**src/spg_pkg.sv**
```systemverilog
// Constants, register map and carrier types of the strobe pulse generator.
// Assumes a single 200 MHz clock shared by the bus and the strobe logic.
`default_nettype none

package spg_pkg;

    // ------------------------------------------------------------
    // Timing
    // ------------------------------------------------------------
    localparam int CLK_PERIOD_NS = 5;
    localparam int TICK_NS       = 500;
    localparam int TICK_CYC      = TICK_NS / CLK_PERIOD_NS;
    localparam int START_LAT_NS  = 8200;
    localparam int START_LAT_CYC = (START_LAT_NS + CLK_PERIOD_NS - 1) / CLK_PERIOD_NS;

    // ------------------------------------------------------------
    // Register byte offsets
    // ------------------------------------------------------------
    localparam logic [7:0] OFS_MODE     = 8'h00;
    localparam logic [7:0] OFS_RISE     = 8'h04;
    localparam logic [7:0] OFS_FALL     = 8'h08;
    localparam logic [7:0] OFS_POSTPONE = 8'h0C;
    localparam logic [7:0] OFS_HALF     = 8'h10;
    localparam logic [7:0] OFS_CMD      = 8'h14;
    localparam logic [7:0] OFS_STATUS   = 8'h18;

    // ------------------------------------------------------------
    // Host command and field layout
    // ------------------------------------------------------------
    localparam logic [7:0] CMD_LAMP_ENABLE = 8'h03;
    localparam int         CMD_OP_LSB      = 0;
    localparam int         CMD_DATA_LSB    = 8;

    // ------------------------------------------------------------
    // Reset values
    // ------------------------------------------------------------
    localparam logic [15:0] RST_DELAY = 16'h0000;
    localparam logic [25:0] RST_HALF  = 26'h0000002;

    // Acquisition modes; bit 1 marks the external-trigger modes.
    typedef enum logic [1:0] {
        SPG_MODE_NORMAL   = 2'h0,
        SPG_MODE_SOFTWARE = 2'h1,
        SPG_MODE_EXT_SYNC = 2'h2,
        SPG_MODE_EXT_HW   = 2'h3
    } spg_mode_t;

    // Software-visible configuration.
    typedef struct packed {
        logic        lamp;
        spg_mode_t   mode;
        logic [15:0] rise;
        logic [15:0] fall;
        logic [15:0] postpone;
        logic [25:0] half;
    } spg_cfg_t;

    // Status word fields.
    typedef struct packed {
        logic lamp;
        logic pending;
        logic active;
        logic periodic;
        logic single;
    } spg_status_t;

endpackage

`default_nettype wire

```
**src/spg_strobe_gen.sv**
```systemverilog
// Strobe pulse generator: one-shot strobe timed from each integration start
// and a free-running 50 percent periodic strobe, with an AHB-Lite register slave.
// Assumes detector_reset_gate and ext_trigger are synchronous to hclk.
//
// The placing of the registers and the AHB-Lite interface to the registers were left to the implementer.
`default_nettype none

// How it works
// - One-shot strobe fires once per integration start.
// - Strobe rises after the 16-bit rise delay.
// - Strobe falls after the 16-bit fall delay.
// - High time equals fall minus rise delay.
// - Delays count 500 ns ticks, 0 to 65535.
// - One-shot strobe only while lamp enabled.
// - Start event from detector reset gate rise.
// - External trigger gives start after fixed latency.
// - Software and free-run starts also time strobe.
// - Postpone delay adds 500 ns steps to trigger start.
// - Periodic strobe is programmable 50 percent square.
// - Periodic period from 2 us to 60 s.
// - Periodic strobe free-runs, ignoring starts and triggers.
// - Periodic strobe only while lamp enabled.
// - Command 0x03 data 0/1 sets lamp enable.
module spg_strobe_gen (
    // Clock and reset
    input  wire logic        hclk,
    input  wire logic        hresetn,
    // AHB-Lite slave
    input  wire logic        hsel,
    input  wire logic [7:0]  haddr,
    input  wire logic [1:0]  htrans,
    input  wire logic        hwrite,
    input  wire logic [2:0]  hsize,
    input  wire logic [31:0] hwdata,
    input  wire logic        hready,
    output logic             hreadyout,
    output logic             hresp,
    output logic [31:0]      hrdata,
    // Detector and trigger inputs
    input  wire logic        detector_reset_gate,
    input  wire logic        ext_trigger,
    // Strobe outputs
    output logic             integration_start_event,
    output logic             single_strobe,
    output logic             periodic_strobe,
    output logic             lamp_enable
);

    // ------------------------------------------------------------
    // Register slave
    // ------------------------------------------------------------
    spg_pkg::spg_cfg_t    cfg_q;
    spg_pkg::spg_status_t stat;
    logic                 wr_pend_q;
    logic [7:0]           wr_addr_q;
    logic [31:0]          rd_data;
    logic [31:0]          hrdata_q;
    logic                 hreadyout_q;
    logic [7:0]           cmd_op;
    logic [15:0]          cmd_data;
    logic                 single_q;
    logic                 periodic_q;
    logic                 active_q;
    logic                 pend_q;
    logic                 ev_q;

    assign cmd_op   = hwdata[spg_pkg::CMD_OP_LSB +: 8];
    assign cmd_data = hwdata[spg_pkg::CMD_DATA_LSB +: 16];
    assign stat     = '{lamp: cfg_q.lamp, pending: pend_q, active: active_q,
                        periodic: periodic_q, single: single_q};

    // Read mux; unmapped offsets read as zero.
    always_comb
    begin
        rd_data = 32'h00000000;
        unique case (haddr)
            spg_pkg::OFS_MODE:     rd_data = {30'h00000000, cfg_q.mode};
            spg_pkg::OFS_RISE:     rd_data = {16'h0000, cfg_q.rise};
            spg_pkg::OFS_FALL:     rd_data = {16'h0000, cfg_q.fall};
            spg_pkg::OFS_POSTPONE: rd_data = {16'h0000, cfg_q.postpone};
            spg_pkg::OFS_HALF:     rd_data = {6'h00, cfg_q.half};
            spg_pkg::OFS_CMD:      rd_data = {31'h00000000, cfg_q.lamp};
            spg_pkg::OFS_STATUS:   rd_data = {27'h0000000, stat};
            default:               rd_data = 32'h00000000;
        endcase
    end

    // Address phase: read data is fetched here so the slave never waits.
    always_ff @(posedge hclk or negedge hresetn)
    begin
        if (!hresetn)
        begin
            wr_pend_q   <= 1'b0;
            wr_addr_q   <= 8'h00;
            hrdata_q    <= 32'h00000000;
            hreadyout_q <= 1'b0;
        end
        else
        begin
            hreadyout_q <= 1'b1;
            if (hready)
            begin
                wr_pend_q <= hsel && htrans[1] && hwrite;
                if (hsel && htrans[1])
                begin
                    wr_addr_q <= haddr;
                    hrdata_q  <= hwrite ? 32'h00000000 : rd_data;
                end
            end
        end
    end

    // Data phase writes. Illegal mode codes leave the mode unchanged.
    always_ff @(posedge hclk or negedge hresetn)
    begin
        if (!hresetn)
        begin
            cfg_q.lamp     <= 1'b0;
            cfg_q.mode     <= spg_pkg::SPG_MODE_NORMAL;
            cfg_q.rise     <= spg_pkg::RST_DELAY;
            cfg_q.fall     <= spg_pkg::RST_DELAY;
            cfg_q.postpone <= spg_pkg::RST_DELAY;
            cfg_q.half     <= spg_pkg::RST_HALF;
        end
        else if (wr_pend_q)
        begin
            unique case (wr_addr_q)
                spg_pkg::OFS_MODE:
                    if (hwdata[31:2] == 30'h00000000)
                        cfg_q.mode <= spg_pkg::spg_mode_t'(hwdata[1:0]);
                spg_pkg::OFS_RISE:     cfg_q.rise     <= hwdata[15:0];
                spg_pkg::OFS_FALL:     cfg_q.fall     <= hwdata[15:0];
                spg_pkg::OFS_POSTPONE: cfg_q.postpone <= hwdata[15:0];
                spg_pkg::OFS_HALF:     cfg_q.half     <= hwdata[25:0];
                spg_pkg::OFS_CMD:
                    if (cmd_op == spg_pkg::CMD_LAMP_ENABLE && cmd_data[15:1] == 15'h0000)
                        cfg_q.lamp <= cmd_data[0];
                default: ;
            endcase
        end
    end

    // ------------------------------------------------------------
    // Integration start event
    // ------------------------------------------------------------
    logic        gate_prev_q;
    logic        trig_prev_q;
    logic [23:0] post_cnt_q;
    logic        gate_rise;
    logic        trig_rise;

    assign gate_rise = detector_reset_gate && !gate_prev_q;
    assign trig_rise = ext_trigger && !trig_prev_q;

    // External modes start from the trigger after the fixed latency plus the
    // postpone delay; further triggers are ignored while one is pending.
    always_ff @(posedge hclk or negedge hresetn)
    begin
        if (!hresetn)
        begin
            gate_prev_q <= 1'b0;
            trig_prev_q <= 1'b0;
            pend_q      <= 1'b0;
            post_cnt_q  <= 24'h000000;
            ev_q        <= 1'b0;
        end
        else
        begin
            gate_prev_q <= detector_reset_gate;
            trig_prev_q <= ext_trigger;
            ev_q        <= 1'b0;
            if (pend_q)
            begin
                post_cnt_q <= post_cnt_q - 24'h000001;
                if (post_cnt_q == 24'h000001)
                begin
                    pend_q <= 1'b0;
                    ev_q   <= 1'b1;
                end
            end
            else if (cfg_q.mode[1] && trig_rise)
            begin
                pend_q     <= 1'b1;
                post_cnt_q <= 24'(spg_pkg::START_LAT_CYC)
                            + 24'(cfg_q.postpone) * 24'(spg_pkg::TICK_CYC);
            end
            if (!cfg_q.mode[1] && gate_rise)
                ev_q <= 1'b1;
        end
    end

    // ------------------------------------------------------------
    // One-shot strobe
    // ------------------------------------------------------------
    logic [6:0]  os_pre_q;
    logic [16:0] os_tick_q;
    logic [15:0] rise_q;
    logic [15:0] fall_q;

    // Delays are latched at each start so a rewrite cannot tear a pulse.
    always_ff @(posedge hclk or negedge hresetn)
    begin
        if (!hresetn)
        begin
            active_q  <= 1'b0;
            os_pre_q  <= 7'h00;
            os_tick_q <= 17'h00000;
            rise_q    <= 16'h0000;
            fall_q    <= 16'h0000;
        end
        else if (ev_q)
        begin
            active_q  <= 1'b1;
            os_pre_q  <= 7'h00;
            os_tick_q <= 17'h00000;
            rise_q    <= cfg_q.rise;
            fall_q    <= cfg_q.fall;
        end
        else if (active_q)
        begin
            if (os_tick_q >= {1'b0, fall_q})
                active_q <= 1'b0;
            if (os_pre_q == 7'(spg_pkg::TICK_CYC - 1))
            begin
                os_pre_q  <= 7'h00;
                os_tick_q <= os_tick_q + 17'h00001;
            end
            else
                os_pre_q <= os_pre_q + 7'h01;
        end
    end

    // High between rise and fall ticks only; an empty window gives no pulse.
    always_ff @(posedge hclk or negedge hresetn)
    begin
        if (!hresetn)
            single_q <= 1'b0;
        else
            single_q <= cfg_q.lamp && active_q
                     && os_tick_q >= {1'b0, rise_q}
                     && os_tick_q < {1'b0, fall_q};
    end

    // ------------------------------------------------------------
    // Periodic strobe
    // ------------------------------------------------------------
    logic [6:0]  fr_pre_q;
    logic        tick_q;
    logic [25:0] half_cnt_q;
    logic [25:0] half_lim;

    // A zero half period would stall the wave, so it behaves as one tick.
    assign half_lim = (cfg_q.half == 26'h0000000) ? 26'h0000000
                                                  : cfg_q.half - 26'h0000001;

    // Free 500 ns tick, unrelated to starts and triggers.
    always_ff @(posedge hclk or negedge hresetn)
    begin
        if (!hresetn)
        begin
            fr_pre_q <= 7'h00;
            tick_q   <= 1'b0;
        end
        else
        begin
            tick_q   <= (fr_pre_q == 7'(spg_pkg::TICK_CYC - 1));
            fr_pre_q <= (fr_pre_q == 7'(spg_pkg::TICK_CYC - 1)) ? 7'h00 : fr_pre_q + 7'h01;
        end
    end

    // Toggles every half period; the tick phase is not realigned on enable.
    always_ff @(posedge hclk or negedge hresetn)
    begin
        if (!hresetn)
        begin
            periodic_q <= 1'b0;
            half_cnt_q <= 26'h0000000;
        end
        else if (!cfg_q.lamp)
        begin
            periodic_q <= 1'b0;
            half_cnt_q <= 26'h0000000;
        end
        else if (tick_q)
        begin
            if (half_cnt_q >= half_lim)
            begin
                periodic_q <= !periodic_q;
                half_cnt_q <= 26'h0000000;
            end
            else
                half_cnt_q <= half_cnt_q + 26'h0000001;
        end
    end

    // ------------------------------------------------------------
    // Outputs
    // ------------------------------------------------------------
    assign hreadyout               = hreadyout_q;
    assign hresp                   = 1'b0 & hreadyout_q;
    assign hrdata                  = hrdata_q;
    assign integration_start_event = ev_q;
    assign single_strobe           = single_q;
    assign periodic_strobe         = periodic_q;
    assign lamp_enable             = cfg_q.lamp;
endmodule

`default_nettype wire

```
**config.mk**
```make
export PLATFORM = sky130hd
export DESIGN_NAME = spg_strobe_gen
export DESIGN_NICKNAME = d
export VERILOG_FILES = /design/src/spg_pkg.sv /design/src/spg_strobe_gen.sv
export SDC_FILE = /design/constraint.sdc
export NUM_CORES = 1
export LEC_CHECK = 0
export BUFFER_PORTS_ARGS = -buffer_cell sky130_fd_sc_hd__clkbuf_2
export CAP_MARGIN = 20
export CELL_PAD_IN_SITES_DETAIL_PLACEMENT = 1
export CELL_PAD_IN_SITES_GLOBAL_PLACEMENT = 1
export CORE_MARGIN = 2
export CORE_UTILIZATION = 35
export CTS_CLUSTER_SIZE = 24
export DETAILED_ROUTE_END_ITERATION = 10
export GPL_ROUTABILITY_DRIVEN = 0
export GPL_TIMING_DRIVEN = 0
export PLACE_DENSITY_LB_ADDON = 0.1
export SYNTH_ARGS = -nofsm -noshare
export SYNTH_HDL_FRONTEND = slang
export SYNTH_SLANG_ARGS = --single-unit
```
**constraint.sdc**
```tcl
create_clock -name hclk -period 5.2 [get_ports hclk]
set_clock_uncertainty 0.2 [all_clocks]
set_input_delay 0 -clock hclk [delete_from_list [all_inputs] [get_ports hclk]]
set_output_delay 0 -clock hclk [all_outputs]
set_load 0.05 [all_outputs]
```
==> results of run 1 <==
## power breakdown
part | internal [mW] | switching, mW
sequential | 1.94 | 0.141
combinational | 0.711 | 0.968
clock | 1.32 | 0.842
## synth_stat cells (9+ instances only)
cell type and n:
a21o_1 18, a21oi_1 46, a22o_1 23, a22oi_1 18, and3_1 14, and4_1 9, clkbuf_1 38, dfrtp_1 233
fa_1 11, ha_1 118, inv_1 104, mux2_2 87, mux2i_1 12, nand2_1 134, nand2b_1 11, nand3_1 39
nand3b_1 9, nand4_1 17, nor2_1 110, nor2b_1 16, nor3_1 30, nor3b_1 9, nor4_1 22, o21a_1 11
o21ai_0 77, or3_1 13, xnor2_1 41, xor2_1 64
## cell usage in the layout, fill, tap and decap left out, types with 21 or more instances in the layout
| cell | n |
|---|---|
| dfrtp_1 | 233 |
| nand2_1 | 134 |
| ha_1 | 118 |
| nor2_1 | 110 |
| inv_1 | 104 |
| mux2_2 | 87 |
| clkbuf_2 | 80 |
| o21ai_0 | 76 |
| xor2_1 | 64 |
| dlygate4sd3_1 | 57 |
| a21oi_1 | 45 |
| xnor2_1 | 41 |
| clkbuf_1 | 41 |
| nand3_1 | 39 |
| nor3_1 | 30 |
| clkbuf_16 | 30 |
| a22o_1 | 23 |
| nor4_1 | 21 |
## worst min-delay path, cell delays in order
cell	delay [ns]
clkbuf_2	0.08
nand3_1	0.18
or4_1	0.35
o21ai_0	0.14
## worst max-delay path by stage
stage | start | end | slack, ns | cells past startpoint
after global placement | hresetn | hreadyout | -1.26 | 1
after detailed placement | cfg_q[9] | half_cnt_q[21] | -0.27 | 16
after floorplan | cfg_q[32] | post_cnt_q[22] | 1.0 | 14
after global routing | cfg_q[9] | half_cnt_q[21] | 0.006 | 17
after CTS | cfg_q[9] | half_cnt_q[14] | 0.0008 | 16
final | cfg_q[9] | half_cnt_q[21] | 0.38 | 17
## sequential cells by signal, indices dropped and copies added (netlist names), 7 cells and up
register    cells
rise_q         16
os_pre_q        7
fall_q         16
post_cnt_q     24
os_tick_q      17
fr_pre_q        7
hrdata         26
wr_addr_q       8
half_cnt_q     26
cfg_q          76
## final cells by class
class | instances | area share
plain buffers | 54 | 0.0142
clock buffers | 40 | 0.0478
clock inverters | 14 | 0.0116
inverters | 104 | 0.0225
multi-input cells | 1082 | 0.464
flip-flops and latches | 234 | 0.338
well taps | 532 | 0.0384
repair buffers | 143 | 0.0631
## metal layers
| layer | up-vias | routed length (um) |
|---|---|---|
| met2 | 130 | 21100 |
| met4 | 0 | 1180 |
| li1 | 5565 | - |
| met5 | - | 0 |
| met1 | 5824 | 20300 |
| met3 | 69 | 1230 |
## stage by stage
step | power [mW] | hold WS, ns | instances | setup slack (ns)
final | 5.92 | 0.00882 | 2203 | 0.382
after global routing | 6.30 | 0.0398 | 2203 | 0.00629
after CTS | 6.03 | 0.00136 | 2201 | 0.000756
after detailed placement | 3.78 | -0.126 | 2089 | -0.266
after global placement | 3.74 | -0.0734 | 2084 | -1.26
after floorplan | 3.31 | -0.496 | 1474 | 1.00
## cells by family (layout without fill, tap and decap cells)
| logic type | after synthesis | count (layout) |
|---|---|---|
| compound gates | 270 | 270 |
| xor+xnor | 105 | 105 |
| fa+ha+maj | 129 | 129 |
| buf+inv | 158 | 355 |
| flops | 234 | 234 |
| mux | 100 | 100 |
| other cells | 2 | 8 |
| simple gates | 470 | 470 |
## timing repair
item                                    in CTS  in global routing
endpoints found under the setup margin      21                 21
hold buffers                                58                  0
gates resized for setup                      4                  6
endpoints found under the hold margin      351                  0
setup buffers                                0                  2
==> reports/qor.txt, run 1 <==
status -> complete, no violations
worst hold path class -> primary input to flip-flop
slowest CP cell -> or4_1
largest family of logic cells by synthesized area -> simple AND/OR/NAND/NOR gates
post-synthesis sequential area ratio -> 0.405
endpoints failing setup -> 0
first-pass GRT wire length -> 70.6 mm
multi-input logic area -> 0.00804 mm2
Critical Path AT -> 5.12 ns
area grow syn2layout -> 19.7%
Worst-Margin Slew -> 0.963 ns
busiest layer in global routing -> met2
Routed WL -> 43.8 mm
via count -> 11600
clk sink count -> 234
Tmin final -> 4.82 ns
WHS Endpoint -> hrdata[1]
Max Slew Vio Count -> 0
critical-path maximum fanout -> 10
slowest stage delay, CP -> 0.66 ns
GRT overflow -> 0
clock latency on the worst-skew pair -> 0.59 ns
EDFF count, synth -> 0
R2R depth -> 17
n_diodes -> 0
unrepaired setup endpoints after global routing -> false
Crit path max-delay family -> simple AND/OR/NAND/NOR gates
Die ar. -> 0.0430 mm2
Yosys reg bits -> 234
synthesized area -> 0.0145 mm2
post-route ant nets -> 0
CTS H-tree lvls -> 1
YS warnings -> 0
largest net degree at the start of global routing -> 85
met1 global-route usage -> 0.275
final worst-path cycle share -> 0.927
DRT iter0 DRCs -> 597
Worst EP required -> 5.51 ns
Max Buffers Root-to-Sink -> 3
Synth Area in Simple Gates -> 0.165
Rel. slew slack -> 0.358
Chip Width -> 207 um
IO buf count -> 78
Mean Syn Cell Area -> 9.86 um2
Worst R2R End -> half_cnt_q[21]
TritonRoute pass-1 iters -> 4
Setup crit end kind -> flip-flop
M2 GR Usage -> 0.350
Die Y-Extent -> 207 um
Nets -> 1830
cell area after layout -> 0.0173 mm2
max_cap viols -> 0
mean number of vias per cell -> 5.26
placed inst area -> 0.0157 mm2
Synth top area share -> 0.403
total CTS buffers -> 30
vias in the first global route -> 12500
Setup TNS -> 0 ns
Synth Area in Compound Gates -> 0.128
post-synthesis xor/xnor area fraction -> 0.0635
TritonCTS clock tree -> done
startpoint types -> flip-flop
Residual DRC -> 0
register area -> 0.00586 mm2
post-synthesis cell type count -> 84
PD cells -> 342 mW/mm2
fmax -> 0.208 GHz
multiplexer area fraction after synthesis -> 0.0775
r2r setup slk -> 0.38 ns
# IOs -> 90
WS Path Type -> flip-flop to flip-flop
worst hold path depth -> 4
layout cells sized above 1 -> 0.162
CP Cell Sequence -> or4_1 -> nor4_2 -> nand2b_1 -> or3_1 -> nor2_1 -> xor2_1 -> nand2_1 -> ha_1 -> a21o_1 -> a21o_1 -> a21o_1 -> a21oi_1 -> nor2_1 -> a21oi_2 -> a31oi_2 -> clkbuf_2 -> nor2_1
Post-Synthesis Cells -> 1468
cell leakage power -> 7.91 nW
post-layout util -> 0.424
VDD IR max -> 0.000210 V
GRT Total Usage -> 0.206
initial antenna violation count -> 0
hold path start -> htrans[1]
top post-synthesis cells by area -> dfrtp_1 (40%), ha_1 (10%), mux2_2 (6.8%), xor2_1 (3.9%), nand2_1 (3.5%)
Fill cells -> 4618
initial core utilization -> 0.355
Worst-path clk slew -> 0.06 ns
wire length per cell -> 19.9 um
Final Hold Viols -> 0
Rows -> 74
HPWL Detailed -> 33.5 mm
adder-cell share of the synthesized area -> 0.117
WP buf/inv -> 1
largest area contributor in the netlist -> dfrtp_1
Root Driver -> clkbuf_16
Post-synth top flop -> dfrtp_1
ys async rst share -> 1.00
CORE AREA -> 0.0408 mm2
met3 Use GR -> 0.0304
reg-to-reg startpoint -> cfg_q[9]
Power figures use the tool's default switching activity.
==> run 2: changes to the inputs <==
- MAX_ROUTING_LAYER: default -> met4
==> reports/qor.txt, run 2 (synthesis gave the netlist of run 1 again) <==
worst hold path class -> primary input to flip-flop
TritonCTS clock tree -> done
final worst-path cycle share -> 0.926 (-0.000952)
CTS H-tree lvls -> 1 (unchanged)
# IOs -> 90 (unchanged)
PD cells -> 342 mW/mm2 (+0.12%)
Worst-path clk slew -> 0.06 ns (about the same)
Tmin final -> 4.81 ns (-0.00495 ns)
post-layout util -> 0.424 (unchanged)
WS Path Type -> flip-flop to flip-flop
Placement Setup Slack -> -0.266 ns (unchanged)
GRT overflow -> 0 (unchanged)
met3 wire length -> 1.28 mm (+4.2%)
worst hold path depth -> 4 (unchanged)
status -> complete, no violations
Routed WL -> 43.9 mm (+0.14%)
TritonRoute pass-1 iters -> 5 (+1)
largest net degree at the start of global routing -> 85 (unchanged)
initial antenna violation count -> 0 (unchanged)
Die Y-Extent -> 207 um (unchanged)
Max Buffers Root-to-Sink -> 3 (unchanged)
WL met2 -> 21.1 mm (+0.23%)
GRT Total Usage -> 0.212 (+0.00606)
via count -> 11600 (+0.18%)
wire length per cell -> 19.9 um (+0.14%)
Max Slew Vio Count -> 0 (unchanged)
Rows -> 74 (unchanged)
clock power share -> 0.365 (about the same)
net switching power -> 1.96 mW (+0.35%)
placed inst area -> 0.0157 mm2 (unchanged)
max FFs per register -> 76 (unchanged)
Flop pwr share -> 0.352 (about the same)
initial core utilization -> 0.355 (unchanged)
post-route ant nets -> 0 (unchanged)
Worst-Margin Slew -> 0.970 ns (+0.00699 ns)
commonest cells after routing, fill and taps aside -> dfrtp_1 (233), nand2_1 (134), ha_1 (118), nor2_1 (110), inv_1 (104)
clk sink count -> 234 (unchanged)
Worst EP required -> 5.51 ns (about the same)
Net Sw Frac -> 0.330 (+0.000768)
total CTS buffers -> 30 (unchanged)
area grow syn2layout -> 19.7% (unchanged)
met1 WL -> 20.4 mm (+0.18%)
R2R depth -> 17 (unchanged)
Setup TNS -> 0 ns (unchanged)
fmax -> 0.208 GHz (+0.10%)
VDD IR max -> 0.000210 V (about the same)
Die ar. -> 0.0430 mm2 (unchanged)
Critical Path AT -> 5.12 ns (about the same)
max_cap viols -> 0 (unchanged)
Setup crit end kind -> flip-flop
register area -> 0.00586 mm2 (unchanged)
Residual DRC -> 0 (unchanged)
Fill cells -> 4618 (unchanged)
Rel. slew slack -> 0.353 (-0.00466)
HPWL Detailed -> 33.5 mm (unchanged)
DRT iter0 DRCs -> 560 (-6.2%)
IO buf count -> 78 (unchanged)
vias in the first global route -> 12500 (+0.024%)
Nets -> 1830 (unchanged)
endpoints failing setup -> 0 (unchanged)
layout cells sized above 1 -> 0.162 (unchanged)
Root Driver -> clkbuf_16
clock latency on the worst-skew pair -> 0.59 ns (about the same)
mean number of vias per cell -> 5.27 (+0.18%)
critical-path maximum fanout -> 10 (unchanged)
Largest Register -> cfg_q
cell leakage power -> 7.91 nW (unchanged)
Fin Hold WS -> 0.0185 ns (+0.00963 ns)
CORE AREA -> 0.0408 mm2 (unchanged)
multi-input logic area -> 0.00804 mm2 (unchanged)
commonest non-fill, non-tap cell in the layout -> dfrtp_1
first-pass GRT wire length -> 70.6 mm (unchanged)
startpoint types -> flip-flop
unrepaired setup endpoints after global routing -> false
cell area after layout -> 0.0173 mm2 (unchanged)
Final Hold Viols -> 0 (unchanged)
top layer used by detailed routing -> met4
Chip Width -> 207 um (unchanged)
Combinational Power Share -> 0.284 (about the same)
Final WS setup -> 0.387 ns (+0.00495 ns)
n_diodes -> 0 (unchanged)
internal power -> 3.97 mW (about the same)
-- run 2: cell counts in the layout (fill, tap and decap cells not counted) --
Identical to the previous run, type by type.
-- run 2: what timing repair did --
| action | CTS | global route |
|---|---|---|
| resized for setup | 4 | 6 |
| endpoints found under the hold margin | 351 | 0 |
| setup endpoints to repair | 21 | 21 |
| buffers inserted | 0 | 2 |
| hold buffers | 58 | 0 |
-- run 2: power groups by stage --
stage / Combinational [mW] / Clock [mW] / Sequential (mW)
after floorplan: 1.25 / 0 / 2.06
after global placement: 1.63 / 0 / 2.11
after detailed placement: 1.67 / 0 / 2.12
after CTS: 1.72 / 2.23 / 2.08
after global routing: 1.90 / 2.30 / 2.10
final: 1.68 / 2.16 / 2.08
-- run 2: path summary, 6_finish.rpt --
| kind | from | end | slack [ns] |
|---|---|---|---|
| max in group asynchronous | hresetn | fr_pre_q[6] | 3.99 |
| hold reg to reg | fr_pre_q[0] | fr_pre_q[0] | 0.29 |
| hold / removal | htrans[1] | hrdata[1] | 0.02 |
| min in group asynchronous | hresetn | os_pre_q[5] | 0.38 |
| setup / recovery | cfg_q[9] | half_cnt_q[21] | 0.39 |
| setup reg to reg | cfg_q[9] | half_cnt_q[21] | 0.39 |
-- run 2: through the flow --
stage / total power, mW / instances
2_1_floorplan: 3.31 / 1474
3_3_place_gp: 3.74 / 2084
3_5_place_dp: 3.78 / 2089
4_1_cts: 6.03 / 2201
5_1_grt: 6.30 / 2203
6_report: 5.93 / 2203
-- run 2: final cells by class --
class,instances,area share
buffer,54,0.0142
clock buffer,40,0.0478
clock inverter,14,0.0116
inverter,104,0.0225
multi-input combinational,1082,0.464
sequential,234,0.338
tap,532,0.0384
timing repair buffer,143,0.0631
-- run 2: layer usage --
metal / global-route usage / vias up
met4: 0.0542 / 0
met3: 0.0304 / 67
li1: - / 5561
met1: 0.274 / 5832
met2: 0.350 / 149
met5: - / -
-- run 2: critical path, stage by stage (launching register included) --
cell      delay [ns]
dfrtp_1         0.51
or4_1           0.66
nor4_2          0.26
nand2b_1        0.24
or3_1           0.51
nor2_1          0.15
xor2_1          0.16
nand2_1         0.08
ha_1            0.30
a21o_1          0.18
a21o_1          0.17
a21o_1          0.17
a21oi_1         0.15
nor2_1          0.08
a21oi_2         0.26
a31oi_2         0.23
clkbuf_2        0.26
nor2_1          0.15
